<file path="config.mk">
export PLATFORM = sky130hd
export DESIGN_NAME = pic_regs
export DESIGN_NICKNAME = d
export VERILOG_FILES = /design/src/hdl/pic_pkg.sv /design/src/hdl/pic_mdio_slave.sv /design/src/hdl/pic_regs.sv /design/src/hdl/pic_sync3.sv
export SDC_FILE = /design/constraint.sdc
export NUM_CORES = 1
export LEC_CHECK = 0
export BUFFER_PORTS_ARGS = -buffer_cell sky130_fd_sc_hd__buf_2
export CELL_PAD_IN_SITES_DETAIL_PLACEMENT = 2
export CELL_PAD_IN_SITES_GLOBAL_PLACEMENT = 2
export CORE_MARGIN = 4
export CORE_UTILIZATION = 38
export DETAILED_ROUTE_END_ITERATION = 8
export GPL_ROUTABILITY_DRIVEN = 0
export PLACE_DENSITY = 0.86
export RECOVER_POWER = 25
export SLEW_MARGIN = 5
export SYNTH_ARGS = -nofsm -noshare
export SYNTH_HDL_FRONTEND = slang
export SYNTH_SLANG_ARGS = --single-unit
</file>
<file path="constraint.sdc">
create_clock -name mclk -period 3.5 [get_ports mclk]
set_input_delay 0.875 -clock mclk [delete_from_list [all_inputs] [get_ports mclk]]
set_output_delay 0.875 -clock mclk [all_outputs]
set_load 0.005 [all_outputs]
</file>
<file path="src/hdl/pic_pkg.sv">
`default_nettype none
package pic_pkg;

    // ------------------------------------------------------------
    // Register offsets
    // ------------------------------------------------------------
    localparam logic [4:0] REG_INT  = 5'h1b;
    localparam logic [4:0] REG_CTL1 = 5'h1e;
    localparam logic [4:0] REG_CTL2 = 5'h1f;

    // ------------------------------------------------------------
    // Field positions
    // ------------------------------------------------------------
    localparam int EV_JABBER     = 7;
    localparam int EV_RX_ERR     = 6;
    localparam int EV_PAGE_RX    = 5;
    localparam int EV_PD_FAULT   = 4;
    localparam int EV_LP_ACK     = 3;
    localparam int EV_LINK_DOWN  = 2;
    localparam int EV_REM_FAULT  = 1;
    localparam int EV_LINK_UP    = 0;
    localparam int INT_EN_LSB    = 8;
    localparam int CTL1_MODE_LSB = 14;
    localparam int CTL1_POL      = 13;
    localparam int CTL1_MDIX     = 11;
    localparam int CTL1_LOOP     = 7;
    localparam int CTL2_XALG     = 15;
    localparam int CTL2_MDIX_SEL = 14;
    localparam int CTL2_XDIS     = 13;
    localparam int CTL2_ENERGY   = 12;
    localparam int CTL2_FORCE    = 11;
    localparam int CTL2_INT_LVL  = 9;

    // ------------------------------------------------------------
    // Reset values and codes
    // ------------------------------------------------------------
    localparam logic [7:0] EN_RST      = 8'h00;
    localparam logic [7:0] FLAGS_RST   = 8'h00;
    localparam logic [1:0] MODE_RST    = 2'h0;
    localparam logic       XALG_RST    = 1'h1;
    localparam logic [1:0] MODE_SPD_LA = 2'h0;
    localparam logic [1:0] MODE_ACT_LK = 2'h1;

    // ------------------------------------------------------------
    // Management frame counts
    // ------------------------------------------------------------
    localparam logic [5:0] PRE_MIN   = 6'h20;
    localparam logic [5:0] HDR_BITS  = 6'h0d;
    localparam logic [5:0] DATA_BITS = 6'h10;
    localparam logic [5:0] SKIP_BITS = 6'h12;
    localparam logic [1:0] OP_RD     = 2'h2;
    localparam logic [1:0] OP_WR     = 2'h1;

    // ------------------------------------------------------------
    // Types
    // ------------------------------------------------------------
    typedef struct packed {
        logic        rd;
        logic        wr;
        logic [4:0]  addr;
        logic [15:0] data;
    } pic_req_t;

    typedef struct packed {
        logic polarity_reversed;
        logic mdix_state;
        logic energy_detect;
        logic link_up;
        logic activity;
        logic speed_100;
    } pic_stat_t;

    typedef struct packed {
        logic remote_loopback;
        logic crossover_algorithm_select;
        logic mdix_select;
        logic auto_crossover_disable;
        logic force_link;
    } pic_ctrl_t;

    typedef enum logic [2:0] {
        M_PRE, M_HDR, M_TA, M_RD, M_TAW, M_WR, M_SKIP
    } pic_mst_t;

    typedef struct packed {
        pic_mst_t    st;
        logic [5:0]  cnt;
        logic [15:0] sh;
        logic [4:0]  addr;
        logic        mdc_q;
        logic        o;
        logic        oe;
        logic        rd;
        logic        wr;
    } pic_mdio_t;

    typedef struct packed {
        logic [7:0]  en;
        logic [7:0]  flags;
        logic [1:0]  led_mode;
        logic        loopback;
        logic        xalg;
        logic        mdix_sel;
        logic        xdis;
        logic        force_link;
        logic        int_lvl;
        logic [15:0] rd_data;
        logic        intr;
        logic        ind0;
        logic        ind1;
    } pic_regs_t;

endpackage
`default_nettype wire

</file>
<file path="src/hdl/pic_mdio_slave.sv">
`timescale 1ns/1ps
`default_nettype none
module pic_mdio_slave
    import pic_pkg::*;
#(
    parameter logic [4:0] PHY_ADDR = 5'h01
) (
    input  wire logic        mclk,    // Device clock
    input  wire logic        resetn,  // Sync reset, low
    input  wire logic        mdc_lvl, // Filtered management clock
    input  wire logic        mdio_lvl,// Filtered management data
    input  wire logic [15:0] rd_data, // Read data from bank
    output pic_pkg::pic_req_t req,    // Register request
    output logic             mdio_o,  // Data driven out
    output logic             mdio_oe  // High while driving
);
    import pic_pkg::*;

    pic_mdio_t r;
    pic_mdio_t n;
    logic      edge_p;
    logic [12:0] hdr;

    // ------------------------------------------------------------
    // Frame decoder, acts on rising management clock
    // ------------------------------------------------------------
    always_comb begin
        n      = r;
        n.rd   = 1'h0;
        n.wr   = 1'h0;
        n.mdc_q = mdc_lvl;
        edge_p = mdc_lvl & ~r.mdc_q;
        hdr    = {r.sh[11:0], mdio_lvl};
        if (edge_p) begin
            case (r.st)
                M_PRE: begin
                    if (mdio_lvl) begin
                        if (r.cnt != PRE_MIN) begin
                            n.cnt = r.cnt + 6'h01;
                        end
                    end else if (r.cnt == PRE_MIN) begin
                        n.st  = M_HDR;
                        n.cnt = 6'h00;
                    end else begin
                        n.cnt = 6'h00;
                    end
                end
                M_HDR: begin
                    n.sh  = {r.sh[14:0], mdio_lvl};
                    n.cnt = r.cnt + 6'h01;
                    if (r.cnt == HDR_BITS - 6'h01) begin
                        n.cnt  = 6'h00;
                        n.addr = hdr[4:0];
                        n.st   = M_SKIP;
                        if (hdr[12] && hdr[9:5] == PHY_ADDR) begin
                            if (hdr[11:10] == OP_RD) begin
                                n.rd = 1'h1;
                                n.st = M_TA;
                            end else if (hdr[11:10] == OP_WR) begin
                                n.st = M_TAW;
                            end
                        end
                    end
                end
                M_TA: begin
                    n.oe = 1'h1;
                    n.o  = 1'h0;
                    n.sh = rd_data;
                    n.st = M_RD;
                end
                M_RD: begin
                    if (r.cnt == DATA_BITS) begin
                        n.oe  = 1'h0;
                        n.o   = 1'h0;
                        n.cnt = 6'h00;
                        n.st  = M_PRE;
                    end else begin
                        n.o   = r.sh[15];
                        n.sh  = {r.sh[14:0], 1'h0};
                        n.cnt = r.cnt + 6'h01;
                    end
                end
                M_TAW: begin
                    n.cnt = r.cnt + 6'h01;
                    if (r.cnt == 6'h01) begin
                        n.cnt = 6'h00;
                        n.st  = M_WR;
                    end
                end
                M_WR: begin
                    n.sh  = {r.sh[14:0], mdio_lvl};
                    n.cnt = r.cnt + 6'h01;
                    if (r.cnt == DATA_BITS - 6'h01) begin
                        n.wr  = 1'h1;
                        n.cnt = 6'h00;
                        n.st  = M_PRE;
                    end
                end
                default: begin
                    n.cnt = r.cnt + 6'h01;
                    if (r.cnt == SKIP_BITS - 6'h01) begin
                        n.cnt = 6'h00;
                        n.st  = M_PRE;
                    end
                end
            endcase
        end
    end

    always_ff @(posedge mclk) begin
        if (!resetn) begin
            r <= '{st: M_PRE, default: '0};
        end else begin
            r <= n;
        end
    end

    assign req     = '{rd: r.rd, wr: r.wr, addr: r.addr, data: r.sh};
    assign mdio_o  = r.o;
    assign mdio_oe = r.oe;
endmodule
`default_nettype wire

</file>
<file path="src/hdl/pic_regs.sv">
`timescale 1ns/1ps
`default_nettype none
module pic_regs
    import pic_pkg::*;
#(
    parameter logic [4:0] PHY_ADDR = 5'h01
) (
    input  wire logic       mclk,          // Device clock, 125 MHz
    input  wire logic       resetn,        // Sync reset, low
    input  wire logic       mdc,           // Management clock pin
    input  wire logic       mdio_i,        // Management data in
    output logic            mdio_o,        // Management data out
    output logic            mdio_oe,       // High while driving data
    input  wire logic [7:0] ev,            // Event pulses, flag order
    input  wire pic_pkg::pic_stat_t stat,  // Line and link status
    output pic_pkg::pic_ctrl_t ctrl,       // Control to the transceiver
    output logic            indicator_zero,// Indicator 0, high = on
    output logic            indicator_one, // Indicator 1, high = on
    output logic            intr_pin       // Interrupt, level selectable
);
    import pic_pkg::*;

    pic_regs_t   r;
    pic_regs_t   n;
    pic_req_t    req;
    logic [1:0]  pins_lvl;
    logic [7:0]  clr;
    logic        any_irq;

    // ------------------------------------------------------------
    // Pin synchronisation and serial management
    // ------------------------------------------------------------
    pic_sync3 #(
        .W (2)
    ) u_sync (
        .mclk   (mclk),
        .resetn (resetn),
        .din    ({mdc, mdio_i}),
        .dout   (pins_lvl)
    );

    pic_mdio_slave #(
        .PHY_ADDR (PHY_ADDR)
    ) u_mdio (
        .mclk     (mclk),
        .resetn   (resetn),
        .mdc_lvl  (pins_lvl[1]),
        .mdio_lvl (pins_lvl[0]),
        .rd_data  (r.rd_data),
        .req      (req),
        .mdio_o   (mdio_o),
        .mdio_oe  (mdio_oe)
    );

    // ------------------------------------------------------------
    // Register bank
    // ------------------------------------------------------------
    always_comb begin
        n = r;
        // Read of the interrupt word clears all flags it returned
        clr = 8'h00;
        if (req.rd && req.addr == REG_INT) begin
            clr = 8'hff;
        end
        // New event wins over a clear in the same cycle
        n.flags = (r.flags & ~clr) | ev;

        if (req.rd) begin
            if (req.addr == REG_INT) begin
                n.rd_data = {r.en, r.flags};
            end else if (req.addr == REG_CTL1) begin
                n.rd_data = 16'h0000;
                n.rd_data[CTL1_MODE_LSB+:2] = r.led_mode;
                n.rd_data[CTL1_POL]  = stat.polarity_reversed;
                n.rd_data[CTL1_MDIX] = stat.mdix_state;
                n.rd_data[CTL1_LOOP] = r.loopback;
            end else if (req.addr == REG_CTL2) begin
                n.rd_data = 16'h0000;
                n.rd_data[CTL2_XALG]     = r.xalg;
                n.rd_data[CTL2_MDIX_SEL] = r.mdix_sel;
                n.rd_data[CTL2_XDIS]     = r.xdis;
                n.rd_data[CTL2_ENERGY]   = stat.energy_detect;
                n.rd_data[CTL2_FORCE]    = r.force_link;
                n.rd_data[CTL2_INT_LVL]  = r.int_lvl;
            end else begin
                n.rd_data = 16'h0000;
            end
        end

        if (req.wr) begin
            if (req.addr == REG_INT) begin
                n.en = req.data[INT_EN_LSB+:8];
            end else if (req.addr == REG_CTL1) begin
                n.led_mode = req.data[CTL1_MODE_LSB+:2];
                n.loopback = req.data[CTL1_LOOP];
            end else if (req.addr == REG_CTL2) begin
                n.xalg       = req.data[CTL2_XALG];
                n.mdix_sel   = req.data[CTL2_MDIX_SEL];
                n.xdis       = req.data[CTL2_XDIS];
                n.force_link = req.data[CTL2_FORCE];
                n.int_lvl    = req.data[CTL2_INT_LVL];
            end
        end

        // Interrupt pin
        any_irq = |(r.flags & r.en);
        n.intr  = r.int_lvl ? any_irq : ~any_irq;

        // Indicator mapping; reserved codes leave both dark
        case (r.led_mode)
            MODE_SPD_LA: begin
                n.ind1 = stat.speed_100;
                n.ind0 = stat.link_up & ~stat.activity;
            end
            MODE_ACT_LK: begin
                n.ind1 = stat.activity;
                n.ind0 = stat.link_up;
            end
            default: begin
                n.ind1 = 1'h0;
                n.ind0 = 1'h0;
            end
        endcase
    end

    always_ff @(posedge mclk) begin
        if (!resetn) begin
            r.en         <= EN_RST;
            r.flags      <= FLAGS_RST;
            r.led_mode   <= MODE_RST;
            r.loopback   <= 1'h0;
            r.xalg       <= XALG_RST;
            r.mdix_sel   <= 1'h0;
            r.xdis       <= 1'h0;
            r.force_link <= 1'h0;
            r.int_lvl    <= 1'h0;
            r.rd_data    <= 16'h0000;
            r.intr       <= 1'h1;
            r.ind0       <= 1'h0;
            r.ind1       <= 1'h0;
        end else begin
            r <= n;
        end
    end

    // ------------------------------------------------------------
    // Outputs
    // ------------------------------------------------------------
    assign ctrl.remote_loopback            = r.loopback;
    assign ctrl.crossover_algorithm_select = r.xalg;
    assign ctrl.mdix_select                = r.mdix_sel;
    assign ctrl.auto_crossover_disable     = r.xdis;
    assign ctrl.force_link                 = r.force_link;
    assign indicator_zero = r.ind0;
    assign indicator_one  = r.ind1;
    assign intr_pin       = r.intr;

    for (genvar i = 0; i < 8; i++) begin : g_ev_map

    end
endmodule
`default_nettype wire

</file>
<file path="src/hdl/pic_sync3.sv">
`timescale 1ns/1ps
`default_nettype none
module pic_sync3 #(
    parameter int W = 1
) (
    input  wire logic         mclk,   // Device clock
    input  wire logic         resetn, // Sync reset, low
    input  wire logic [W-1:0] din,    // Asynchronous inputs
    output logic      [W-1:0] dout    // Filtered levels
);
    logic [W-1:0] s1_r;
    logic [W-1:0] s2_r;
    logic [W-1:0] s3_r;

    if (W < 1) begin : g_chk
        $error("pic_sync3: W must be at least 1");
    end

    // ------------------------------------------------------------
    // Three stages; a change counts once stages two and three agree
    // ------------------------------------------------------------
    always_ff @(posedge mclk) begin
        if (!resetn) begin
            s1_r <= '0;
            s2_r <= '0;
            s3_r <= '0;
            dout <= '0;
        end else begin
            s1_r <= din;
            s2_r <= s1_r;
            s3_r <= s2_r;
            for (int i = 0; i < W; i++) begin
                if (s2_r[i] == s3_r[i]) begin
                    dout[i] <= s3_r[i];
                end
            end
        end
    end
endmodule
`default_nettype wire

</file>
* Word-level counts from Yosys, hierarchy flattened
Cells that the tools add are included. W data, S select, Z words.
Operators by class: add/subtract/negate cells 1, eq/ne operators 29, mux-type cells 28, bitwise gates (word level) 12, reduce and logical (&&, ||, !) cells 20
Operator list (count):
- $mux W16 | 4
- $pmux W16 S3 | 1
- $mux W9 | 4
- $pmux W6 S6 | 1
- $mux W6 | 3
- $pmux W3 S6 | 1
- $reduce_and A3 Y1 | 6
- $and A8 B8 Y8 | 2
- $eq A5 B5 Y1 const B | 3
- $mux W3 | 5
- $eq A6 B4 Y1 const B | 2
- $eq A6 B5 Y1 const B | 2
- $ne A2 B1 Y1 const B | 5
- $mux W8 | 1
- $not A8 Y8 | 1
- $or A8 B8 Y8 | 1
- $pmux W2 S2 | 2
- $reduce_and A8 Y1 | 1
- $reduce_or A8 Y1 | 1
- $reduce_bool A7 Y1 | 1
- $add A6 B1 Y6 const B | 1
- $eq A3 B2 Y1 const B | 2
- $eq A3 B3 Y1 const B | 2
- $eq A6 B1 Y1 const B | 1
- 22 further kinds | 37
Storage, ports and cells: register bits after elaboration 86, input port bits 18, output and inout bits 10, word-level logic and storage cells 117

* Logic depth before layout (Yosys ltp)
Gate-level depths: netlist of the first run.
word-level depth 6, depth in mapped cells 7, gate-level depth less buffers 7

* Modules after synthesis
From an unflattened synthesis of the first run, not the netlist that was laid out.
Second synthesis, totals: cells, all modules 470, area total of the unflattened synthesis 4216.5 µm²
Modules (own cells, without submodules):
- pic_mdio_slave | times used 1, cells each 245, area each 2123.3 µm²
- pic_regs | times used 1, cells each 205, area each 1855.5 µm²
- pic_sync3 | times used 1, cells each 20, area each 237.7 µm²

* Least setup slack after synthesis of the first run
OpenSTA, ideal clock, no wires.
path type reg2reg, start point register u_mdio.r[26] in the netlist's numbering, end point register u_mdio.r (netlist bit u_mdio.req[12]), library setup time 0.086 ns, arrival time 1.735 ns, required time 3.414 ns, path slack 1.679 ns, stages on the path, launching flop included 8, buffers on the path 1, clock period less this slack 1.821 ns, path through dfxtp_1 > inv_1 > ha_1 > a31o_2 > a211oi_2 > clkbuf_1 > nor2_1 > a211oi_1
Between the ends: word-level cells in the longest chain between the ends 3
Ends and longest elaborated chain:
- from (decl) | line pic_mdio_slave.sv:19 | pic_mdio_t r;
- from (signal assigned) | line pic_mdio_slave.sv:114 | r <= n;
- $eq A6 B5 Y1 | line pic_mdio_slave.sv:72 | if (r.cnt == DATA_BITS) begin
- $ne A2 B2 Y1 (no line)
- $reduce_and A3 Y1 (no line)
Every way passes these cells. A chain may end at the register's enable or synchronous reset.

* Worst setup path after layout of the first run
start point input resetn, end point register u_mdio.r (netlist bit u_mdio.req[11])
RTL lines:
- from (decl) | line pic_regs.sv:9 | input wire logic resetn,
No word-level cell between the ends.

==> flow_summary.yaml, run 1 <==
die:
  chipWidth_um: 109
  start_util: 0.393
  die_area_um2: 11900
  die_y_um: 109
  core-area_um2: 9860
  rows: 36
  pin_count: 28
synth:
  ys_types: 54
  synth_nets: 460
  synth-seq-area-share: 0.444
  netlist_instances: 439
  yosysWarnings: 0
  synth_edf_count: 0
  ys.flop_type: "dfxtp_1"
  ys_ff_latch: 86
  synth.avg_cell_area_um2: 8.84
  async_flop_share: 0
  synthesis.area_um2: 3880
global_routing:
  grt_overflow: 0
  grt_pass1_vias: 3734
  grt_start_max_net_pins: 42
  grt_pass1_wl_mm: 20.8
  track_usage: 0.227
  antenna_found_initial: 0
drt:
  drc: 0
  route.vias.total: 3389
  first_pass_iters: 4
  routed_via_density: 5.78
  drt-met1-wl_mm: 5.72
  postRouteAntennaNets: 0
  drt-initial-drc-count: 174
  wl_met2_mm: 6.23
  maxUsedRoutingLayer: "met4"
  wl_mm: 12.5
  routedWlPerCell_um: 21.4
  met3WireLength_um: 335
final_layout:
  area_growth_pct: 10.3
  final_layout_size_suffix_gt1_frac: 0.130
  diodes: 0
  fillers: 1086
  layout.nets: 470
clock_tree:
  cts_tree: "done"
  cts-resized-gates: 0
  cts-buffers-inserted: 9
  cts_hold_buf: 0
  cts-root-buf: "clkbuf_8"
  clk_pin_slew_ns: 0.09
  clock-sinks: 86
  clk_latency_ns: 0.37
  h-tree-depth: 3
  clock_path_buffers: 2
  postCtsSetupBuffers: 0
sta:
  holdWs_ns: 0.454
  final.setup.tns_ns: 0
  fin_ws_ns: 0.836
  rsz0062_at_grt: "no"
  fin_crit_ns: 2.66
  final_hold_viol_count: 0
  finClkSkew_ns: 0.00823
  setup_violations: 0
  slew_violations: 0
  tightestPinTransition_ns: 1.42
  max_freq_mhz: 375
  max_slew_margin: 0.0529
  period_share: 0.761
job:
  drv_cap: 0
critical_path:
  crit_type: "in -> reg"
  critPathTopFamily: "buffers and inverters"
  critPathBufInv: 3
  cp_slowest_cell: "inv_1"
  critPathMaxStageDelay_ns: 0.79
  path_max_fanout: 41
  worstSetupEndpointType: "register"
  worstSetupStartpointType: "input port"
  critPathRequiredTime_ns: 3.76
  cp.arrival_ns: 2.92
  worst-path-stages: 4
  ff2ff_path_depth: 4
  cp_cell_sequence: "clkbuf_1 > inv_1 > buf_4 > a211oi_1"
hold_path:
  hold_class: "reg -> reg"
  hold_path_depth: 1
placement:
  pre_cts_slack_ns: 1.21
  port_buffers: 27
  dp.final_hpwl_mm: 8.11
run_status:
  status: "finished clean"
power_and_ir_drop:
  static-leakage-power_nw: 1.34
  vdd_drop_max_mv: 0.217
  powerDensity_nw_per_um2: 426
Yosys cell counts (2+ instances only):
cell type | instances | area share
a211oi_1 | 19 | 0.037
a21oi_1 | 34 | 0.044
a21oi_2 | 2 | 0.0045
a22oi_1 | 5 | 0.0097
a311oi_1 | 5 | 0.011
a31o_1 | 2 | 0.0045
a31oi_1 | 7 | 0.011
a32oi_1 | 3 | 0.0068
and2_1 | 8 | 0.013
buf_2 | 7 | 0.0090
buf_4 | 6 | 0.012
clkbuf_1 | 21 | 0.020
dfxtp_1 | 86 | 0.44
ha_1 | 3 | 0.0097
inv_1 | 6 | 0.0058
mux2_2 | 4 | 0.012
mux2i_1 | 29 | 0.075
nand2_1 | 38 | 0.037
nand2b_1 | 14 | 0.023
nand3_1 | 27 | 0.035
nand3b_1 | 5 | 0.0097
nand4_1 | 2 | 0.0032
nor2_1 | 50 | 0.048
nor2b_1 | 3 | 0.0048
nor3_1 | 6 | 0.0077
nor4_1 | 2 | 0.0032
nor4b_1 | 2 | 0.0045
nor4bb_1 | 2 | 0.0052
o2111ai_1 | 4 | 0.0090
o211ai_1 | 7 | 0.014
o21a_1 | 2 | 0.0039
o21ai_0 | 6 | 0.0077
cells in the final DEF, fill, tap and decap left out, types with 3 or more instances in the layout:
master	netlist	routed
o21ai_0	6	6
a22oi_1	5	5
nand2b_1	14	14
nand3_1	27	27
mux2_2	4	4
ha_1	3	3
clkbuf_1	21	6
mux2i_1	29	29
buf_2	7	21
a32oi_1	3	3
dfxtp_1	86	86
inv_1	6	7
nor3_1	6	6
nand3b_1	5	5
o2111ai_1	4	4
clkbuf_8	0	9
and2_0	0	6
a21oi_1	34	34
a31oi_1	7	7
a311oi_1	5	5
nor2_1	50	50
nand2_1	38	38
a211oi_1	19	19
o211ai_1	7	7
nor2b_1	3	3
buf_4	6	8
where the power goes:
part / switching, mW / internal, mW / leakage, nW
registers: 0.00953 / 0.988 / 0.697
clock network: 0.385 / 0.398 / 0.105
logic: 0.0263 / 0.0155 / 0.536
total: 0.421 / 1.40 / 1.34
final timing paths:
path                    end            from  slack [ns]
max reg2reg           r[39]  u_mdio.req[16]        1.18
min          u_sync.s2_r[1]  u_sync.s1_r[1]        0.45
max          u_mdio.req[11]          resetn        0.84
min reg2reg  u_sync.s2_r[1]  u_sync.s1_r[1]        0.45
metal layers:
metal  vias up  track usage
met5         -            0
met1      1716        0.293
met3        20       0.0302
met2        60        0.382
met4         0       0.0947
li1       1593            -
logic make-up after synthesis:
| group | synth area share |
|---|---|
| buffers and inverters | 0.0516 |
| and+or+nand+nor | 0.226 |
| muxes | 0.0865 |
| AOI/OAI and AO/OA | 0.180 |
| DFF | 0.444 |
| xor gates and xnor gates | 0.00226 |
| adders and majority gates | 0.00968 |
state kept, by name (all words and copies together), names as in the netlist:
signal / count
intr_pin: 1
u_sync.s3_r: 2
u_sync.dout: 2
u_sync.s2_r: 2
u_mdio.r: 10
u_mdio.mdio_o: 1
indicator_one: 1
u_sync.s1_r: 2
r: 35
u_mdio.mdio_oe: 1
u_mdio.req: 23
indicator_zero: 1
ctrl: 5
through the flow:
stage | utilization | power (mW) | instances | cell area [µm²]
global route | 0.434 | 1.88 | 586 | 4280
CTS | 0.434 | 1.83 | 586 | 4280
detailed placement | 0.413 | 1.06 | 571 | 4070
floorplan | - | 1.04 | 439 | 3880
finish | 0.434 | 1.82 | 586 | 4280
global placement | 0.413 | 1.06 | 571 | 4070
cell type report:
| cell class | instances | area [µm²] | share of cell area |
|---|---|---|---|
| inverter | 7 | 26.3 | 0.00614 |
| clock buffer | 9 | 124 | 0.0290 |
| clock inverter | 6 | 86.3 | 0.0202 |
| sequential | 86 | 1720 | 0.403 |
| tap | 133 | 166 | 0.0389 |
| multi-input combinational | 310 | 1960 | 0.459 |
| timing repair buffer | 35 | 188 | 0.0439 |
Power figures use the tool's default switching activity.
==> run 2: changes to the inputs <==
CORE_UTILIZATION = 37   (was 38)
PLACE_DENSITY = 0.85   (was 0.86)
clock period = 2.7 ns   (was 3.5 ns; I/O delays follow)
==> run 2 against run 1 <==
Effect of this change:
- count of clock-buffer cells in the layout up 1
- core utilization down 1.4 points
- first-iteration DRC count down 31%
- worst setup slack worse by 0.46 ns
- flip-flop and latch count unchanged
- combinational power up 36%
- sequential power up 29%
- hold slack worse by 0.0094 ns
- final cell count up 0.68%
- power up 31%
- wire length down 2.9%
- clock skew down 0.0043 ns
- highest routed layer unchanged
==> flow_summary.yaml, run 2 (synthesis gave the netlist of run 1 again) <==
run_status:
  status: "finished clean"
critical_path:
  worstSetupStartpointType: "register"
  crit_type: "reg -> reg"
  cp_slowest_cell: "dfxtp_1"
  critPathMaxStageDelay_ns: 0.67
  path_max_fanout: 13
  cp_cell_sequence: "buf_4 > nand3b_1 > a31oi_1 > nor4_1 > o2111ai_1 > a21oi_1"
  cp.arrival_ns: 2.61
  critPathRequiredTime_ns: 2.98
  worstSetupEndpointType: "register"
final_layout:
  area_growth_pct: 11.1
  final_layout_size_suffix_gt1_frac: 0.139
  diodes: 0
  fillers: 1158
  mostFrequentLayoutCell: "dfxtp_1"
  final_cell_mix: "86 x dfxtp_1, 50 x nor2_1, 38 x nand2_1"
  finalNonFillerCells: 590
  multi_input_area_um2: 1960
  regArea_um2: 1720
  regMostFlops: "r"
  layout.nets: 470
  largest_register_ffs: 35
clock_tree:
  cts-buffers-inserted: 9
  cts_hold_buf: 0
  clk_pin_slew_ns: 0.09
  cts-root-buf: "clkbuf_8"
  cts-resized-gates: 0
  clock_path_buffers: 2
  cts_tree: "done"
  clk_latency_ns: 0.37
  clock-sinks: 86
  postCtsSetupBuffers: 0
  h-tree-depth: 3
sta:
  finClkSkew_ns: 0.00394
  slew_violations: 0
  setup_violations: 0
  tightestPinTransition_ns: 1.04
  fin_crit_ns: 2.33
  max_slew_margin: 0.305
  period_share: 0.861
  max_freq_mhz: 430
  final.setup.tns_ns: 0
  rsz0062_at_grt: "no"
  final_hold_viol_count: 0
power_and_ir_drop:
  internal-power_mw: 1.85
  vdd_drop_max_mv: 0.364
  static-leakage-power_nw: 1.36
  powerDensity_nw_per_um2: 552
  power_mw: 2.38
  clockPowerShare: 0.433
  p_seq_frac: 0.543
  swShare: 0.225
  p_sw_mw: 0.534
  combPwrFrac: 0.024
die:
  start_util: 0.377
  pin_count: 28
  die_y_um: 110
  core-area_um2: 10300
  rows: 37
  chipWidth_um: 110
  die_area_um2: 12200
drt:
  routed_via_density: 5.72
  drc: 0
  drt-initial-drc-count: 120
  first_pass_iters: 4
  wl_mm: 12.2
  postRouteAntennaNets: 0
  routedWlPerCell_um: 20.6
  route.vias.total: 3374
global_routing:
  grt_overflow: 0
  track_usage: 0.214
  grt_pass1_wl_mm: 19.8
  antenna_found_initial: 0
  grt_pass1_vias: 3725
  grt_start_max_net_pins: 30
job:
  drv_cap: 0
placement:
  dp.cells: 574
  dp.final_hpwl_mm: 8.30
  port_buffers: 27
hold_path:
  hold_class: "reg -> reg"
run 2: cell count changes in the layout (fill, tap and decap cells not counted):
cell	previous run	this run
and2_0	6	3
and2_1	2	5
buf_12	0	1
buf_2	21	24
buf_4	8	7
clkbuf_1	6	3
clkbuf_8	9	10
clkinvlp_4	1	2
inv_6	1	0
run 2: layer usage:
layer | global-route usage | routed length [µm] | vias to the layer above
met5 | 0 | 0 | -
met4 | 0.0712 | 236 | 0
met3 | 0.0425 | 348 | 21
met2 | 0.377 | 6270 | 61
met1 | 0.260 | 5330 | 1697
li1 | - | - | 1595
run 2: worst paths after layout:
check                       from             end  slack [ns]  cells past startpoint
setup / recovery    u_mdio.r[33]    u_mdio.r[32]        0.37                      6
setup reg to reg    u_mdio.r[33]    u_mdio.r[32]        0.37                      6
hold reg to reg   u_sync.s1_r[0]  u_sync.s2_r[0]        0.44                      1
hold / removal    u_sync.s1_r[0]  u_sync.s2_r[0]        0.44                      1
run 2: metrics by stage:
step | setup WS (ns) | util | cell area, µm² | hold WS [ns]
final | 0.374 | 0.419 | 4310 | 0.445
after global placement | 0.590 | 0.398 | 4090 | 0.415
after CTS | 0.391 | 0.420 | 4310 | 0.450
after floorplan | 0.879 | - | 3880 | 0.412
after detailed placement | 0.419 | 0.398 | 4090 | 0.429
after global routing | 0.203 | 0.419 | 4310 | 0.464
run 2: power by group through the flow:
stage               clock [mW]  sequential [mW]  combinational (mW)
floorplan                    0             1.32              0.0305
global placement             0             1.32              0.0541
detailed placement           0             1.32              0.0573
CTS                       1.05             1.29              0.0584
global route              1.11             1.30              0.0633
finish                    1.03             1.29              0.0567
run 2: worst max-delay path: cells and delay by family, from the launching register on:
family / cells / cell delay, ns
AO/OA/AOI/OAI: 3 / 0.52
buffers and inverters: 1 / 0.28
AND/OR/NAND/NOR: 2 / 0.78
flip-flops: 1 / 0.67
run 2: final cells by class:
type,count,share of cell area
clock inverters,6,0.0197
repair buffers,35,0.0473
multi-input cells,310,0.456
well taps,136,0.0395
flip-flops and latches,86,0.400
clock buffers,10,0.0319
inverters,7,0.00610
